`config.mk`:
```
export PLATFORM = sky130hd
export DESIGN_NAME = gnss_power_mode_sequencer
export DESIGN_NICKNAME = d
export VERILOG_FILES = /design/src/logic/gnss_power_mode_sequencer.v
export VERILOG_INCLUDE_DIRS = /design/src /design/src/logic
export SDC_FILE = /design/constraint.sdc
export NUM_CORES = 2
export LEC_CHECK = 0
export ABC_AREA = 1
export BUFFER_PORTS_ARGS = -buffer_cell sky130_fd_sc_hd__clkbuf_2
export CORE_MARGIN = 5
export CORE_UTILIZATION = 50
export CTS_CLUSTER_DIAMETER = 40
export DETAILED_ROUTE_END_ITERATION = 8
export MAX_ROUTING_LAYER = met4
export PLACE_DENSITY = 0.69
export SKIP_LAST_GASP = 1
export SYNTH_ARGS = -nofsm -noshare
export SYNTH_HDL_FRONTEND = slang
export SYNTH_SLANG_ARGS = --single-unit
```
`constraint.sdc`:
```
create_clock -name core_clk_i -period 4.5 [get_ports core_clk_i]
set_input_delay 0.9 -clock core_clk_i [delete_from_list [all_inputs] [get_ports core_clk_i]]
set_output_delay 0.9 -clock core_clk_i [all_outputs]
set_load 0.02 [all_outputs]
```
`src/logic/gnss_pwr_defines.vh`:
```
// Offsets, field positions, reset values and timing counts of the power-mode sequencer
`ifndef GNSS_PWR_DEFINES_VH
`define GNSS_PWR_DEFINES_VH
// ****************************************************************
// Register map (byte addresses)
// ****************************************************************
`define REG_CTRL        5'h00
`define REG_STATUS      5'h04
`define REG_TX_DATA     5'h08
`define REG_ADAPT_SLEEP 5'h0C
`define REG_ERR_COUNT   5'h10
`define CTRL_AID_BIT    0
`define CTRL_BAUD_LSB   4
`define CTRL_BAUD_MSB   6
`define CTRL_RESET      32'h0000_0011
`define ADAPT_SLEEP_RST 32'h0000_2710
// ****************************************************************
// Timing
// ****************************************************************
`define CLK_HZ          25000000
`define MS_CYCLES       (`CLK_HZ / 1000)
`define WARMUP_MS       120000
`define FITNESS_WAIT_MS 60000
`define ORBIT_LIFE_MS   259200000
// Bit periods in clock cycles for 4800..115200 baud
`define DIV_4800        13'h1458
`define DIV_9600        13'h0A2C
`define DIV_14400       13'h06C8
`define DIV_19200       13'h0516
`define DIV_38400       13'h028B
`define DIV_57600       13'h01B2
`define DIV_115200      13'h00D9
// ****************************************************************
// Command numbers and types
// ****************************************************************
`define CMD_PERIODIC    32'h0000_00E1
`define CMD_STANDBY     32'h0000_00A1
`define CMD_FITNESS     32'h0000_0106
`define TYPE_FULL       32'h0000_0000
`define TYPE_PER_BKP    32'h0000_0001
`define TYPE_PER_STBY   32'h0000_0002
`define TYPE_PERM_BKP   32'h0000_0004
`define TYPE_AL_STBY    32'h0000_0008
`define TYPE_AL_BKP     32'h0000_0009
`endif

```
`src/logic/gnss_power_mode_sequencer.v`:
```
// Power-mode sequencer with serial command front end and AXI4-Lite registers
//
// Implementation choices: the register offsets and the AXI4-Lite slave port.
`include "gnss_pwr_defines.vh"
module gnss_power_mode_sequencer #(
  parameter MS_CYC     = `MS_CYCLES,
  parameter WARMUP     = `WARMUP_MS,
  parameter FIT_WAIT   = `FITNESS_WAIT_MS,
  parameter ORBIT_LIFE = `ORBIT_LIFE_MS
) (
  input  wire        core_clk_i,
  input  wire        arst_n_i,
  input  wire [4:0]  s_axi_awaddr,
  input  wire        s_axi_awvalid,
  output wire        s_axi_awready,
  input  wire [31:0] s_axi_wdata,
  input  wire [3:0]  s_axi_wstrb,
  input  wire        s_axi_wvalid,
  output wire        s_axi_wready,
  output wire [1:0]  s_axi_bresp,
  output wire        s_axi_bvalid,
  input  wire        s_axi_bready,
  input  wire [4:0]  s_axi_araddr,
  input  wire        s_axi_arvalid,
  output wire        s_axi_arready,
  output wire [31:0] s_axi_rdata,
  output wire [1:0]  s_axi_rresp,
  output wire        s_axi_rvalid,
  input  wire        s_axi_rready,
  input  wire        host_power_enable_i,
  input  wire        uart_rx_i,
  output wire        uart_tx_o,
  input  wire        power_switch_i,
  output wire        power_switch_o,
  output wire        power_switch_oe_o,
  input  wire        fix_valid_i,
  input  wire        ephemeris_rx_i,
  output wire        nav_run_o,
  output wire        orbit_aid_use_o,
  output wire        fitness_active_o
);
  // ****************************************************************
  // Modes
  // ****************************************************************
  localparam [3:0] M_FULL = 4'h0, M_STBY = 4'h1, M_PERM = 4'h2, M_WARM = 4'h3,
                   M_PACT = 4'h4, M_PSLP = 4'h5, M_ASRUN = 4'h6, M_ASSLP = 4'h7,
                   M_ABRUN = 4'h8, M_ABSLP = 4'h9;
  reg  [3:0]  mode_q;
  reg         per_bkp_q, retry_q, fix_seen_q;
  reg  [31:0] act_q, slp_q, ract_q, rslp_q, tmr_q;
  reg  [31:0] ctrl_q, adapt_q, err_q;
  reg         fit_en_q, fit_act_q, fit_fix_q, aid_valid_q;
  reg  [31:0] fit_tmr_q, orbit_tmr_q;
  reg  [15:0] ms_cnt_q;
  wire        ms_tick = (ms_cnt_q == MS_CYC[15:0] - 16'h0001);
  // ****************************************************************
  // Pin synchronisers: change accepted when stages two and three agree
  // ****************************************************************
  reg [2:0] rx_s_q, en_s_q;
  reg       rx_q, en_q;
  always @(posedge core_clk_i or negedge arst_n_i) begin
    if (!arst_n_i) begin
      rx_s_q <= 3'h7;
      en_s_q <= 3'h0;
      rx_q   <= 1'b1;
      en_q   <= 1'b0;
    end else begin
      rx_s_q <= {rx_s_q[1:0], uart_rx_i};
      en_s_q <= {en_s_q[1:0], host_power_enable_i};
      if (rx_s_q[1] == rx_s_q[2]) rx_q <= rx_s_q[2];
      if (en_s_q[1] == en_s_q[2]) en_q <= en_s_q[2];
    end
  end
  // ****************************************************************
  // Baud selection and UART receiver, 8N1
  // ****************************************************************
  reg [12:0] bdiv;
  always @* begin
    case (ctrl_q[`CTRL_BAUD_MSB:`CTRL_BAUD_LSB])
      3'h0:    bdiv = `DIV_4800;
      3'h1:    bdiv = `DIV_9600;
      3'h2:    bdiv = `DIV_14400;
      3'h3:    bdiv = `DIV_19200;
      3'h4:    bdiv = `DIV_38400;
      3'h5:    bdiv = `DIV_57600;
      3'h6:    bdiv = `DIV_115200;
      default: bdiv = `DIV_115200;
    endcase
  end
  reg [12:0] rx_cnt_q;
  reg [3:0]  rx_bit_q;
  reg [7:0]  rx_sh_q;
  reg        rx_busy_q, rx_stb_q;
  always @(posedge core_clk_i or negedge arst_n_i) begin
    if (!arst_n_i) begin
      rx_cnt_q  <= 13'h0000;
      rx_bit_q  <= 4'h0;
      rx_sh_q   <= 8'h00;
      rx_busy_q <= 1'b0;
      rx_stb_q  <= 1'b0;
    end else begin
      rx_stb_q <= 1'b0;
      if (!rx_busy_q) begin
        if (!rx_q) begin
          rx_busy_q <= 1'b1;
          rx_cnt_q  <= {1'b0, bdiv[12:1]};
          rx_bit_q  <= 4'h0;
        end
      end else if (rx_cnt_q != 13'h0000) begin
        rx_cnt_q <= rx_cnt_q - 13'h0001;
      end else begin
        rx_cnt_q <= bdiv - 13'h0001;
        rx_bit_q <= rx_bit_q + 4'h1;
        if (rx_bit_q == 4'h0) begin
          if (rx_q) rx_busy_q <= 1'b0; // False start bit
        end else if (rx_bit_q == 4'h9) begin
          rx_busy_q <= 1'b0;
          rx_stb_q  <= rx_q; // Framing error drops the byte
        end else begin
          rx_sh_q <= {rx_q, rx_sh_q[7:1]};
        end
      end
    end
  end
  wire in_backup = (mode_q == M_PERM) || (mode_q == M_ABSLP) || (mode_q == M_PSLP && per_bkp_q);
  wire rx_byte   = rx_stb_q && !in_backup;
  // ****************************************************************
  // Sentence parser: "$" talker "," decimal fields "*" hex checksum CR LF
  // ****************************************************************
  reg         p_on_q, p_cs_q, p_bad_q, cmd_stb_q;
  reg  [2:0]  p_fld_q;
  reg  [3:0]  p_pos_q;
  reg  [1:0]  p_ncs_q;
  reg  [7:0]  p_xor_q, p_cs_val_q;
  reg  [31:0] fld_q [0:5];
  wire        is_dig = (rx_sh_q >= 8'h30) && (rx_sh_q <= 8'h39);
  wire [3:0]  hexv   = is_dig ? rx_sh_q[3:0] : (rx_sh_q[3:0] + 4'h9);
  reg  [7:0]  talk_ch;
  always @* begin
    case (p_pos_q)
      4'h0:    talk_ch = 8'h50;
      4'h1:    talk_ch = 8'h4D;
      4'h2:    talk_ch = 8'h54;
      default: talk_ch = 8'h4B;
    endcase
  end
  integer k;
  always @(posedge core_clk_i or negedge arst_n_i) begin
    if (!arst_n_i) begin
      p_on_q <= 1'b0; p_cs_q <= 1'b0; p_bad_q <= 1'b0; cmd_stb_q <= 1'b0;
      p_fld_q <= 3'h0; p_pos_q <= 4'h0; p_ncs_q <= 2'h0;
      p_xor_q <= 8'h00; p_cs_val_q <= 8'h00; err_q <= 32'h0000_0000;
      for (k = 0; k < 6; k = k + 1) fld_q[k] <= 32'h0000_0000;
    end else begin
      cmd_stb_q <= 1'b0;
      if (rx_byte) begin
        if (rx_sh_q == 8'h24) begin
          p_on_q <= 1'b1; p_cs_q <= 1'b0; p_bad_q <= 1'b0;
          p_fld_q <= 3'h0; p_pos_q <= 4'h0; p_ncs_q <= 2'h0;
          p_xor_q <= 8'h00; p_cs_val_q <= 8'h00;
          for (k = 0; k < 6; k = k + 1) fld_q[k] <= 32'h0000_0000;
        end else if (p_on_q && p_cs_q) begin
          if (rx_sh_q == 8'h0A) begin
            p_on_q <= 1'b0;
            if (!p_bad_q && p_ncs_q == 2'h2 && p_cs_val_q == p_xor_q)
              cmd_stb_q <= 1'b1;
            else
              err_q <= err_q + 32'h0000_0001;
          end else if (rx_sh_q != 8'h0D && p_ncs_q != 2'h2) begin
            p_cs_val_q <= {p_cs_val_q[3:0], hexv};
            p_ncs_q    <= p_ncs_q + 2'h1;
          end
        end else if (p_on_q) begin
          if (rx_sh_q == 8'h2A) begin
            p_cs_q <= 1'b1;
          end else begin
            p_xor_q <= p_xor_q ^ rx_sh_q;
            if (p_pos_q < 4'h4) begin
              p_pos_q <= p_pos_q + 4'h1;
              if (rx_sh_q != talk_ch) p_bad_q <= 1'b1;
            end else if (rx_sh_q == 8'h2C) begin
              if (p_fld_q == 3'h5) p_bad_q <= 1'b1;
              else p_fld_q <= p_fld_q + 3'h1;
            end else if (is_dig) begin
              fld_q[p_fld_q] <= fld_q[p_fld_q] * 32'h0000_000A
                                + {28'h0000000, rx_sh_q[3:0]};
            end else if (rx_sh_q != 8'h20) begin
              p_bad_q <= 1'b1;
            end
          end
        end
      end
    end
  end
  wire [31:0] c_num  = fld_q[0];
  wire [31:0] c_type = fld_q[1];
  wire cmd_per = cmd_stb_q && c_num == `CMD_PERIODIC;
  wire exit_ok = (mode_q == M_STBY) || (mode_q == M_WARM) || (mode_q == M_PACT)
              || (mode_q == M_PSLP && !per_bkp_q) || (mode_q == M_ASRUN)
              || (mode_q == M_ASSLP) || (mode_q == M_ABRUN);
  reg reply_req_q;
  // ****************************************************************
  // Mode sequencer with millisecond timebase
  // ****************************************************************
  always @(posedge core_clk_i or negedge arst_n_i) begin
    if (!arst_n_i) begin
      mode_q <= M_FULL; per_bkp_q <= 1'b0; retry_q <= 1'b0; fix_seen_q <= 1'b0;
      act_q <= 32'h0000_0000; slp_q <= 32'h0000_0000;
      ract_q <= 32'h0000_0000; rslp_q <= 32'h0000_0000;
      tmr_q <= 32'h0000_0000; ms_cnt_q <= 16'h0000; reply_req_q <= 1'b0;
    end else begin
      ms_cnt_q <= ms_tick ? 16'h0000 : ms_cnt_q + 16'h0001;
      if (ms_tick && tmr_q != 32'h0000_0000) tmr_q <= tmr_q - 32'h0000_0001;
      reply_req_q <= 1'b0;
      if (fix_valid_i) fix_seen_q <= 1'b1;
      if (cmd_per && mode_q == M_FULL && c_type == `TYPE_PERM_BKP && !en_q) begin
        mode_q <= M_PERM;
      end else if (cmd_per && mode_q == M_FULL
                   && (c_type == `TYPE_PER_BKP || c_type == `TYPE_PER_STBY)) begin
        mode_q <= M_WARM;
        per_bkp_q <= (c_type == `TYPE_PER_BKP);
        act_q <= fld_q[2]; slp_q <= fld_q[3]; ract_q <= fld_q[4]; rslp_q <= fld_q[5];
        retry_q <= 1'b0; tmr_q <= WARMUP;
      end else if (cmd_per && mode_q == M_FULL && c_type == `TYPE_AL_STBY) begin
        mode_q <= M_ASRUN;
        reply_req_q <= 1'b1;
        fix_seen_q <= 1'b0;
      end else if (cmd_per && mode_q == M_FULL && c_type == `TYPE_AL_BKP) begin
        mode_q <= M_ABRUN;
        fix_seen_q <= 1'b0;
      end else if (cmd_per && c_type == `TYPE_FULL && exit_ok) begin
        mode_q <= M_FULL;
      end else if (cmd_stb_q && c_num == `CMD_STANDBY && c_type == `TYPE_FULL
                   && mode_q == M_FULL) begin
        mode_q <= M_STBY;
      end else begin
        case (mode_q)
          M_STBY:  if (rx_byte) mode_q <= M_FULL;
          M_PERM:  if (en_q) mode_q <= M_FULL;
          M_WARM:  if (tmr_q == 32'h0000_0000) begin
                     mode_q <= M_PACT; tmr_q <= act_q; fix_seen_q <= 1'b0;
                   end
          M_PACT:  if (tmr_q == 32'h0000_0000) begin
                     mode_q  <= M_PSLP;
                     retry_q <= !fix_seen_q;
                     tmr_q   <= fix_seen_q ? slp_q : rslp_q;
                   end
          M_PSLP:  if (tmr_q == 32'h0000_0000) begin
                     mode_q <= M_PACT; fix_seen_q <= 1'b0;
                     tmr_q  <= retry_q ? ract_q : act_q;
                   end
          M_ASRUN, M_ABRUN:
                   if (fix_seen_q || fix_valid_i) begin
                     mode_q <= (mode_q == M_ASRUN) ? M_ASSLP : M_ABSLP;
                     tmr_q  <= adapt_q;
                   end
          M_ASSLP, M_ABSLP:
                   if (tmr_q == 32'h0000_0000) begin
                     mode_q <= (mode_q == M_ASSLP) ? M_ASRUN : M_ABRUN;
                     fix_seen_q <= 1'b0;
                   end
          default: ;
        endcase
      end
    end
  end
  assign nav_run_o = (mode_q == M_FULL) || (mode_q == M_WARM) || (mode_q == M_PACT)
                  || (mode_q == M_ASRUN) || (mode_q == M_ABRUN);
  assign power_switch_o    = 1'b0;
  assign power_switch_oe_o = in_backup;
  // ****************************************************************
  // Fitness duty cycle and orbit-prediction aiding
  // ****************************************************************
  wire cmd_fit = cmd_stb_q && c_num == `CMD_FITNESS;
  always @(posedge core_clk_i or negedge arst_n_i) begin
    if (!arst_n_i) begin
      fit_en_q <= 1'b0; fit_act_q <= 1'b0; fit_fix_q <= 1'b0;
      fit_tmr_q <= 32'h0000_0000; aid_valid_q <= 1'b0; orbit_tmr_q <= 32'h0000_0000;
    end else begin
      if (cmd_fit) begin
        fit_en_q  <= (c_type == 32'h0000_0001);
        fit_act_q <= 1'b0;
        fit_fix_q <= 1'b0;
        fit_tmr_q <= FIT_WAIT;
      end else if (fit_en_q && !fit_fix_q) begin
        fit_fix_q <= fix_valid_i;
      end else if (fit_en_q && ms_tick) begin
        if (fit_tmr_q == 32'h0000_0000) fit_act_q <= 1'b1;
        else fit_tmr_q <= fit_tmr_q - 32'h0000_0001;
      end
      if (ephemeris_rx_i) begin
        aid_valid_q <= 1'b1; orbit_tmr_q <= ORBIT_LIFE;
      end else if (ms_tick && aid_valid_q) begin
        if (orbit_tmr_q == 32'h0000_0000) aid_valid_q <= 1'b0;
        else orbit_tmr_q <= orbit_tmr_q - 32'h0000_0001;
      end
    end
  end
  assign fitness_active_o = fit_act_q && nav_run_o;
  // Prediction fills in only while live satellite data are missing
  assign orbit_aid_use_o  = ctrl_q[`CTRL_AID_BIT] && aid_valid_q && !fix_valid_i;
  // ****************************************************************
  // UART transmitter: acknowledge sentence first, then software bytes
  // ****************************************************************
  reg [7:0] ack_ch;
  reg [4:0] ack_idx_q;
  always @* begin
    case (ack_idx_q)
      5'h00: ack_ch = 8'h24; 5'h01: ack_ch = 8'h50; 5'h02: ack_ch = 8'h4D;
      5'h03: ack_ch = 8'h54; 5'h04: ack_ch = 8'h4B; 5'h05: ack_ch = 8'h30;
      5'h06: ack_ch = 8'h30; 5'h07: ack_ch = 8'h31; 5'h08: ack_ch = 8'h2C;
      5'h09: ack_ch = 8'h32; 5'h0A: ack_ch = 8'h32; 5'h0B: ack_ch = 8'h35;
      5'h0C: ack_ch = 8'h2C; 5'h0D: ack_ch = 8'h33; 5'h0E: ack_ch = 8'h2A;
      5'h0F: ack_ch = 8'h33; 5'h10: ack_ch = 8'h35; 5'h11: ack_ch = 8'h0D;
      default: ack_ch = 8'h0A;
    endcase
  end
  reg [9:0]  tx_sh_q;
  reg [3:0]  tx_bit_q;
  reg [12:0] tx_cnt_q;
  reg        tx_busy_q, ack_on_q, tx_wr_q;
  reg [7:0]  tx_wdat_q;
  always @(posedge core_clk_i or negedge arst_n_i) begin
    if (!arst_n_i) begin
      tx_sh_q <= 10'h3FF; tx_bit_q <= 4'h0; tx_cnt_q <= 13'h0000;
      tx_busy_q <= 1'b0; ack_on_q <= 1'b0; ack_idx_q <= 5'h00;
    end else begin
      if (reply_req_q) begin
        ack_on_q <= 1'b1; ack_idx_q <= 5'h00;
      end
      if (tx_busy_q) begin
        if (tx_cnt_q != 13'h0000) begin
          tx_cnt_q <= tx_cnt_q - 13'h0001;
        end else begin
          tx_cnt_q <= bdiv - 13'h0001;
          tx_sh_q  <= {1'b1, tx_sh_q[9:1]};
          tx_bit_q <= tx_bit_q + 4'h1;
          if (tx_bit_q == 4'h9) tx_busy_q <= 1'b0;
        end
      end else if (ack_on_q && !reply_req_q) begin
        tx_sh_q <= {1'b1, ack_ch, 1'b0}; tx_busy_q <= 1'b1;
        tx_bit_q <= 4'h0; tx_cnt_q <= bdiv - 13'h0001;
        ack_idx_q <= ack_idx_q + 5'h01;
        if (ack_idx_q == 5'h12) ack_on_q <= 1'b0;
      end else if (tx_wr_q && nav_run_o) begin
        tx_sh_q <= {1'b1, tx_wdat_q, 1'b0}; tx_busy_q <= 1'b1;
        tx_bit_q <= 4'h0; tx_cnt_q <= bdiv - 13'h0001;
      end
    end
  end
  assign uart_tx_o = tx_sh_q[0];
  wire tx_idle = !tx_busy_q && !ack_on_q && !reply_req_q;
  // ****************************************************************
  // AXI4-Lite slave
  // ****************************************************************
  reg        aw_q, w_q, bv_q, rv_q;
  reg [4:0]  awa_q;
  reg [31:0] wd_q, rd_q;
  reg [3:0]  ws_q;
  reg [1:0]  br_q, rr_q;
  wire do_wr = aw_q && w_q && !bv_q;
  wire wmap  = (awa_q == `REG_CTRL) || (awa_q == `REG_TX_DATA) || (awa_q == `REG_ADAPT_SLEEP)
            || (awa_q == `REG_STATUS) || (awa_q == `REG_ERR_COUNT);
  wire [31:0] status = {22'h000000, power_switch_i, en_q, !tx_idle,
                        fit_act_q, fit_en_q, retry_q, mode_q};
  integer b;
  always @(posedge core_clk_i or negedge arst_n_i) begin
    if (!arst_n_i) begin
      aw_q <= 1'b0; w_q <= 1'b0; bv_q <= 1'b0; rv_q <= 1'b0;
      awa_q <= 5'h00; wd_q <= 32'h0000_0000; ws_q <= 4'h0;
      br_q <= 2'h0; rr_q <= 2'h0; rd_q <= 32'h0000_0000;
      ctrl_q <= `CTRL_RESET; adapt_q <= `ADAPT_SLEEP_RST;
      tx_wr_q <= 1'b0; tx_wdat_q <= 8'h00;
    end else begin
      if (s_axi_awvalid && !aw_q) begin
        aw_q <= 1'b1; awa_q <= s_axi_awaddr;
      end
      if (s_axi_wvalid && !w_q) begin
        w_q <= 1'b1; wd_q <= s_axi_wdata; ws_q <= s_axi_wstrb;
      end
      if (tx_wr_q && tx_idle && nav_run_o) tx_wr_q <= 1'b0;
      if (do_wr) begin
        aw_q <= 1'b0; w_q <= 1'b0; bv_q <= 1'b1;
        br_q <= wmap ? 2'h0 : 2'h2;
        for (b = 0; b < 4; b = b + 1) begin
          if (ws_q[b] && awa_q == `REG_CTRL) ctrl_q[b*8 +: 8] <= wd_q[b*8 +: 8];
          if (ws_q[b] && awa_q == `REG_ADAPT_SLEEP) adapt_q[b*8 +: 8] <= wd_q[b*8 +: 8];
        end
        // A byte written while one is still waiting is dropped
        if (awa_q == `REG_TX_DATA && ws_q[0] && !tx_wr_q) begin
          tx_wr_q <= 1'b1; tx_wdat_q <= wd_q[7:0];
        end
      end else if (bv_q && s_axi_bready) begin
        bv_q <= 1'b0;
      end
      if (cmd_fit && c_type == 32'h0000_0001)
        ctrl_q[`CTRL_AID_BIT] <= 1'b0;
      if (s_axi_arvalid && !rv_q) begin
        rv_q <= 1'b1; rr_q <= 2'h0;
        case (s_axi_araddr)
          `REG_CTRL:        rd_q <= ctrl_q;
          `REG_STATUS:      rd_q <= status;
          `REG_TX_DATA:     rd_q <= {24'h000000, tx_wdat_q};
          `REG_ADAPT_SLEEP: rd_q <= adapt_q;
          `REG_ERR_COUNT:   rd_q <= err_q;
          default: begin
            rd_q <= 32'h0000_0000; rr_q <= 2'h2;
          end
        endcase
      end else if (rv_q && s_axi_rready) begin
        rv_q <= 1'b0;
      end
    end
  end
  assign s_axi_awready = !aw_q;
  assign s_axi_wready  = !w_q;
  assign s_axi_bvalid  = bv_q;
  assign s_axi_bresp   = br_q;
  assign s_axi_arready = !rv_q;
  assign s_axi_rvalid  = rv_q;
  assign s_axi_rdata   = rd_q;
  assign s_axi_rresp   = rr_q;
endmodule // gnss_power_mode_sequencer

```
# Yosys cells after proc, flatten, opt, wreduce, memory -nomap -nowiden
# Memory sizes are Yosys's and may differ from the RTL's.
# Cells that the tools add are included.
# totals
regBits,728
rom_bits,224
in_bits,58
output_inout_bits,47
mem_count,1
# memory_table
memory,words,word_bits,read_ports,rd_clocked_by_memory_dff,wr,line_no,text
(no name shown),32,7,1,0,0,gnss_power_mode_sequencer.v:308,case (ack_idx_q)
# classes
n_addsub,16
multipliers,1
order_cmp,5
n_eq_ne,74
mux,183
bitwise,8
reduce_logical,158
# ops
cell,count
$mux 192,7
$mux 32,23
$bwmux 192,1
$pmux 32 s5,1
$logic_not 32->1,4
$pmux 32 s4,1
$mux 4,27
$bmux 32 s3,1
$demux 32 s3,1
$sub 32x1->32 const B,3
$mux 13,7
$mux 1,82
$pmux 13 s6,1
$eq 32x4->1 const B,2
$eq 32x8->1 const B,2
$mux 8,8
$logic_and 1x1->1,53
$reduce_bool 2->1,21
$mux 10,4
$sub 13x1->13 const B,3
$add 32x1->32 const B,1
$add 32x4->32,1
$eq 32x1->1 const B,1
$eq 32x2->1 const B,1
69 further kinds,189

# Longest topological paths before layout
# depth
depth_word,14
ltp_mapped,29
depth_no_buf,28

# Worst setup path after synthesis
# OpenSTA, ideal clock, no wires.
# synth_timing
path_type,flip-flop to flip-flop
from,reg p_fld_q[2]
to,"reg fld_q, in the netlist c_num[18]"
setup_time_ps,133
arrival_time_ps,4084
path_slack_ps,282
path_stages_with_launch,21
cell_sequence,dfrtp_1 > buf_2 > inv_1 > nand3_1 > clkinv_1 > clkbuf_1 > a221oi_1 > o221ai_1 > ha_1 > ha_1 > fa_1 > nand4_1 > o21ai_1 > nand3_1 > nor2_4 > nand2_2 > nor2_4 > nand2_1 > nor2_2 > xor2_2 > o22ai_1
# synth_between
elab_chain_len,14
elab_cells_between_ends,19
# synth_rtl
item,line_no,text
"start, declared",gnss_power_mode_sequencer.v:131,reg [2:0] p_fld_q;
"start signal, assigned",gnss_power_mode_sequencer.v:183,else p_fld_q <= p_fld_q + 3'h1;
$not 3->4 (implied by the code) *,gnss_power_mode_sequencer.v:185,fld_q[p_fld_q] <= fld_q[p_fld_q] * 32'h0000_000A
$bmux 32 s3,gnss_power_mode_sequencer.v:185,
$mux 32 (implied by the code) (2 in series),gnss_power_mode_sequencer.v:185,
$mul 32x3->31,gnss_power_mode_sequencer.v:185,
$add 32x4->32,gnss_power_mode_sequencer.v:186,"+ {28'h0000000, rx_sh_q[3:0]};"
$bwmux 192 *,gnss_power_mode_sequencer.v:185,
$mux 192 *,gnss_power_mode_sequencer.v:184,end else if (is_dig) begin
$mux 192 *,gnss_power_mode_sequencer.v:181,end else if (rx_sh_q == 8'h2C) begin
$mux 192 *,gnss_power_mode_sequencer.v:178,if (p_pos_q < 4'h4) begin
$mux 192 *,gnss_power_mode_sequencer.v:174,if (rx_sh_q == 8'h2A) begin
$mux 192 *,gnss_power_mode_sequencer.v:173,end else if (p_on_q) begin
$mux 192 *,gnss_power_mode_sequencer.v:162,end else if (p_on_q && p_cs_q) begin
$mux 192 *,gnss_power_mode_sequencer.v:157,if (rx_sh_q == 8'h24) begin
"end signal, assigned by index",gnss_power_mode_sequencer.v:185,
"end, declared",gnss_power_mode_sequencer.v:135,reg [31:0] fld_q [0:5];
# Every way passes the cells marked *; elsewhere a longest branch is shown, timed or not. The select of a mux whose other input is x is not followed.
# A chain may end at the register's enable or synchronous reset.

# Worst setup path in the final report
# layout_timing
from,reg p_fld_q[1]
to,reg fld_q[118] in the netlist's numbering
# The elaborated chain is that of the path after synthesis.

==> results.md <==
* Mapped Area at 0.0402 mm2
* Primary FF master, synth: dfrtp_1
* Worst Max-Slew Pin Slew at 1.10 ns
* Die Width at 294 um
* Register area at 0.0182 mm2
* Synth Area in XOR/XNOR at 3.19%
* Nets at 5504
* Final Worst Setup Slack at 0.199 ns
* DRC at 0
* CP Class: flop to flop
* Largest cells by area after synthesis: dfrtp_1 (44%), nand2_1 (13%), inv_1 (5.9%), o21ai_0 (5.6%), nor2_1 (4.8%)
* Synth Area in Compound Gates at 14.6%
* Rel. slew slack at 26.6%
* Post-Route Setup TNS at 0 ns
* Total Power at 17.8 mW
* Post-synth ARST share at 100%
* First DRT Iteration DRCs at 3539
* Final Skew at 0.0247 ns
* Sequential share of the synthesized area at 45.2%
* CTS tree: done
* Clk slew on worst S/H paths at 0.06 ns
* DRT antenna net count at 0
* Pwr Density at 382 mW/mm2
* Max reg flops at 128
* CP Max Fanout at 16
* Core area at 0.0802 mm2
* Final RePlAce weighted congestion at 0.991
* Area grow syn2layout at 15.7%
* Share of layout cells above drive strength 1 at 11.8%
* Critical Path RT at 5.05 ns
* Number of flops mapped to enable cells by yosys at 0
* Worst Hold Class: input port to asynchronous set/reset pin
* Antenna Cells at 0
* Setup violations, final at 0
* Max_cap viols at 0
* Leak pwr at 22.0 nW
* Count leader, synth: nand2_1
* Clock Sinks at 725
* Top cells by count, synth: nand2_1 (1340), dfrtp_1 (705), inv_1 (632), nor2_1 (510), o21ai_0 (449)
* Hold_ws at 0.300 ns
* Count of cell types in the netlist at 79
* Die ar. at 0.0862 mm2
* CTS HTree Levels at 3
* Fill cells at 7347
* Met1 Usage GRT at 39.5%
* Initial Util at 50.2%
* Top cell type's share of synthesized area at 43.9%
* 1st-pass router iterations at 6
* Worst slack, placed at -0.100 ns
* Peak supply drop at 299 uV
* Simple-Gate Fraction of Synth Area at 25.1%
* Vias at 36500
* Ports at 105
* Post-Synth Adder-Cell Area at 2.89%
* Routed wire per std cell at 18.8 um
* Initial antenna violation count at 0
* CP arrival at 4.85 ns
* Status: complete, no violations
* Buffers on Ports at 101
* Row cnt at 104
* M3 GR Usage at 4.66%
* Syn Area/Cell at 7.72 um2
* Post-synthesis mux area share at 0.806%
* Pin count of the biggest net entering global routing at 130
* GRT overflow at 0
* Max-slew violation total from the final report at 0
* Final min period at 4.30 ns
* Multi-input logic area at 0.0192 mm2
* Root Buffer: clkbuf_16
* Clk_lat worst skew at 0.66 ns
* Routing usage on met2 at 43.3%
* Fmax at 233 MHz
* Ys Warns at 0
* Final cycle utilization of the critical path at 95.6%
* Overall track demand over capacity in global routing at 28.5%
* Biggest area consumer among synthesized cells: dfrtp_1
* Synth Instances at 5210
* Global-route wire length before repair at 193000 um
* CP startpoint kind: flop
* Final Hold Viols at 0
* DIE HEIGHT at 294 um
* Gr busiest metal: met2
* CP Capture Type: flop
* DP HPWL at 88900 um
* WL final at 122000 um
* Synthesis-stage register bit count at 725
* CTS buffer count at 105
* Largest family of logic cells by synthesized area: simple AND/OR/NAND/NOR gates
* CTS max path bufs at 3
* Largest Register: fld_q
* Vias per cell at 5.61
* Number of global-route vias before repair at 35000
[cells by family after synthesis]
kind of cell | Yosys count
AO/OA/AOI/OAI | 997
adder cells (fa/ha/maj) | 92
buffers and inverters | 841
multiplexers | 32
other | 1
XOR/XNOR | 144
flip-flops | 725
AND/OR/NAND/NOR | 2378
[routing by layer]
metal / wire length [um] / vias to the layer above
met5: 0 / -
met4: 4180 / 0
met3: 9770 / 293
met2: 54000 / 1540
met1: 54100 / 17200
li1: - / 17500
[worst max-delay path, stage by stage (launching register included)]
cell and delay [ns]:
dfrtp_2 0.43, nor2_1 0.10, nand2_2 0.11, buf_12 0.17, o21ai_0 0.09, a221oi_1 0.33, o221ai_2 0.19, ha_1 0.30
ha_1 0.22, fa_1 0.46, buf_4 0.17, nand3_1 0.09, nand3_1 0.09, nand2_2 0.13, nand3_2 0.13, nor2_4 0.12
nand2_2 0.09, nor2_4 0.13, nand4_1 0.20, buf_4 0.19, o21ai_1 0.15, nand2_2 0.12, o21ai_1 0.17
[path summary, 6_finish.rpt]
path | startpoint | end | slack [ns] | cells past startpoint
max | p_fld_q[1]$_DFFE_PN0P_ | fld_q[118]$_DFFE_PN0P_ | 0.20 | 22
min | arst_n_i | fit_tmr_q[17]$_DFFE_PN0P_ | 0.30 | 1
max reg2reg | p_fld_q[1]$_DFFE_PN0P_ | fld_q[118]$_DFFE_PN0P_ | 0.20 | 22
min reg2reg | en_s_q[0]$_DFF_PN0_ | en_s_q[1]$_DFF_PN0_ | 0.35 | 0
max in group asynchronous | arst_n_i | p_fld_q[2]$_DFFE_PN0P_ | 3.08 | 2
min in group core_clk_i | uart_rx_i | rx_s_q[0]$_DFF_PN1_ | 0.32 | 1
[cell usage in the layout, fill, tap and decap left out, types with 36 or more instances in the layout]
cell,netlist,final
nand2_1,1340,1322
dfrtp_1,705,702
inv_1,632,631
nor2_1,510,485
o21ai_0,449,449
nand3_1,237,234
a21oi_1,167,165
o22ai_1,160,160
xor2_1,115,113
clkbuf_16,0,106
clkbuf_2,0,100
buf_4,15,93
nor3_1,85,85
ha_1,88,81
nand4_1,66,66
a221oi_1,45,36
[timing repair]
| action | in CTS | in global routing |
|---|---|---|
| setup endpoints to repair | 16 | 117 |
| hold buffers | 0 | 0 |
| hold endpoints to repair | 0 | 0 |
| resized for setup | 3 | 100 |
| pin swaps | 0 | 9 |
| setup buffers | 1 | 6 |
[area by class of cell]
class / count / area share [%]
clock buffer: 128 / 6.18
clock inverter: 67 / 1.83
inverter: 666 / 5.40
multi-input combinational: 3646 / 41.3
sequential: 725 / 39.1
tap: 1060 / 2.85
timing repair buffer: 212 / 3.33
[report_power, final]
group	total, mW	switching (mW)	internal [mW]
logic	1.68	1.17	0.508
clock network	8.60	3.24	5.35
registers	7.51	0.394	7.12
[metrics by stage]
stage	util [%]	instance area [um2]	std cells
6_report	58.0	46500	6504
2_1_floorplan	-	40200	5212
3_3_place_gp	52.7	42300	6302
3_5_place_dp	52.7	42300	6302
5_1_grt	58.0	46500	6504
4_1_cts	57.4	46000	6498
No activity file was read; power rests on OpenSTA's default activity.
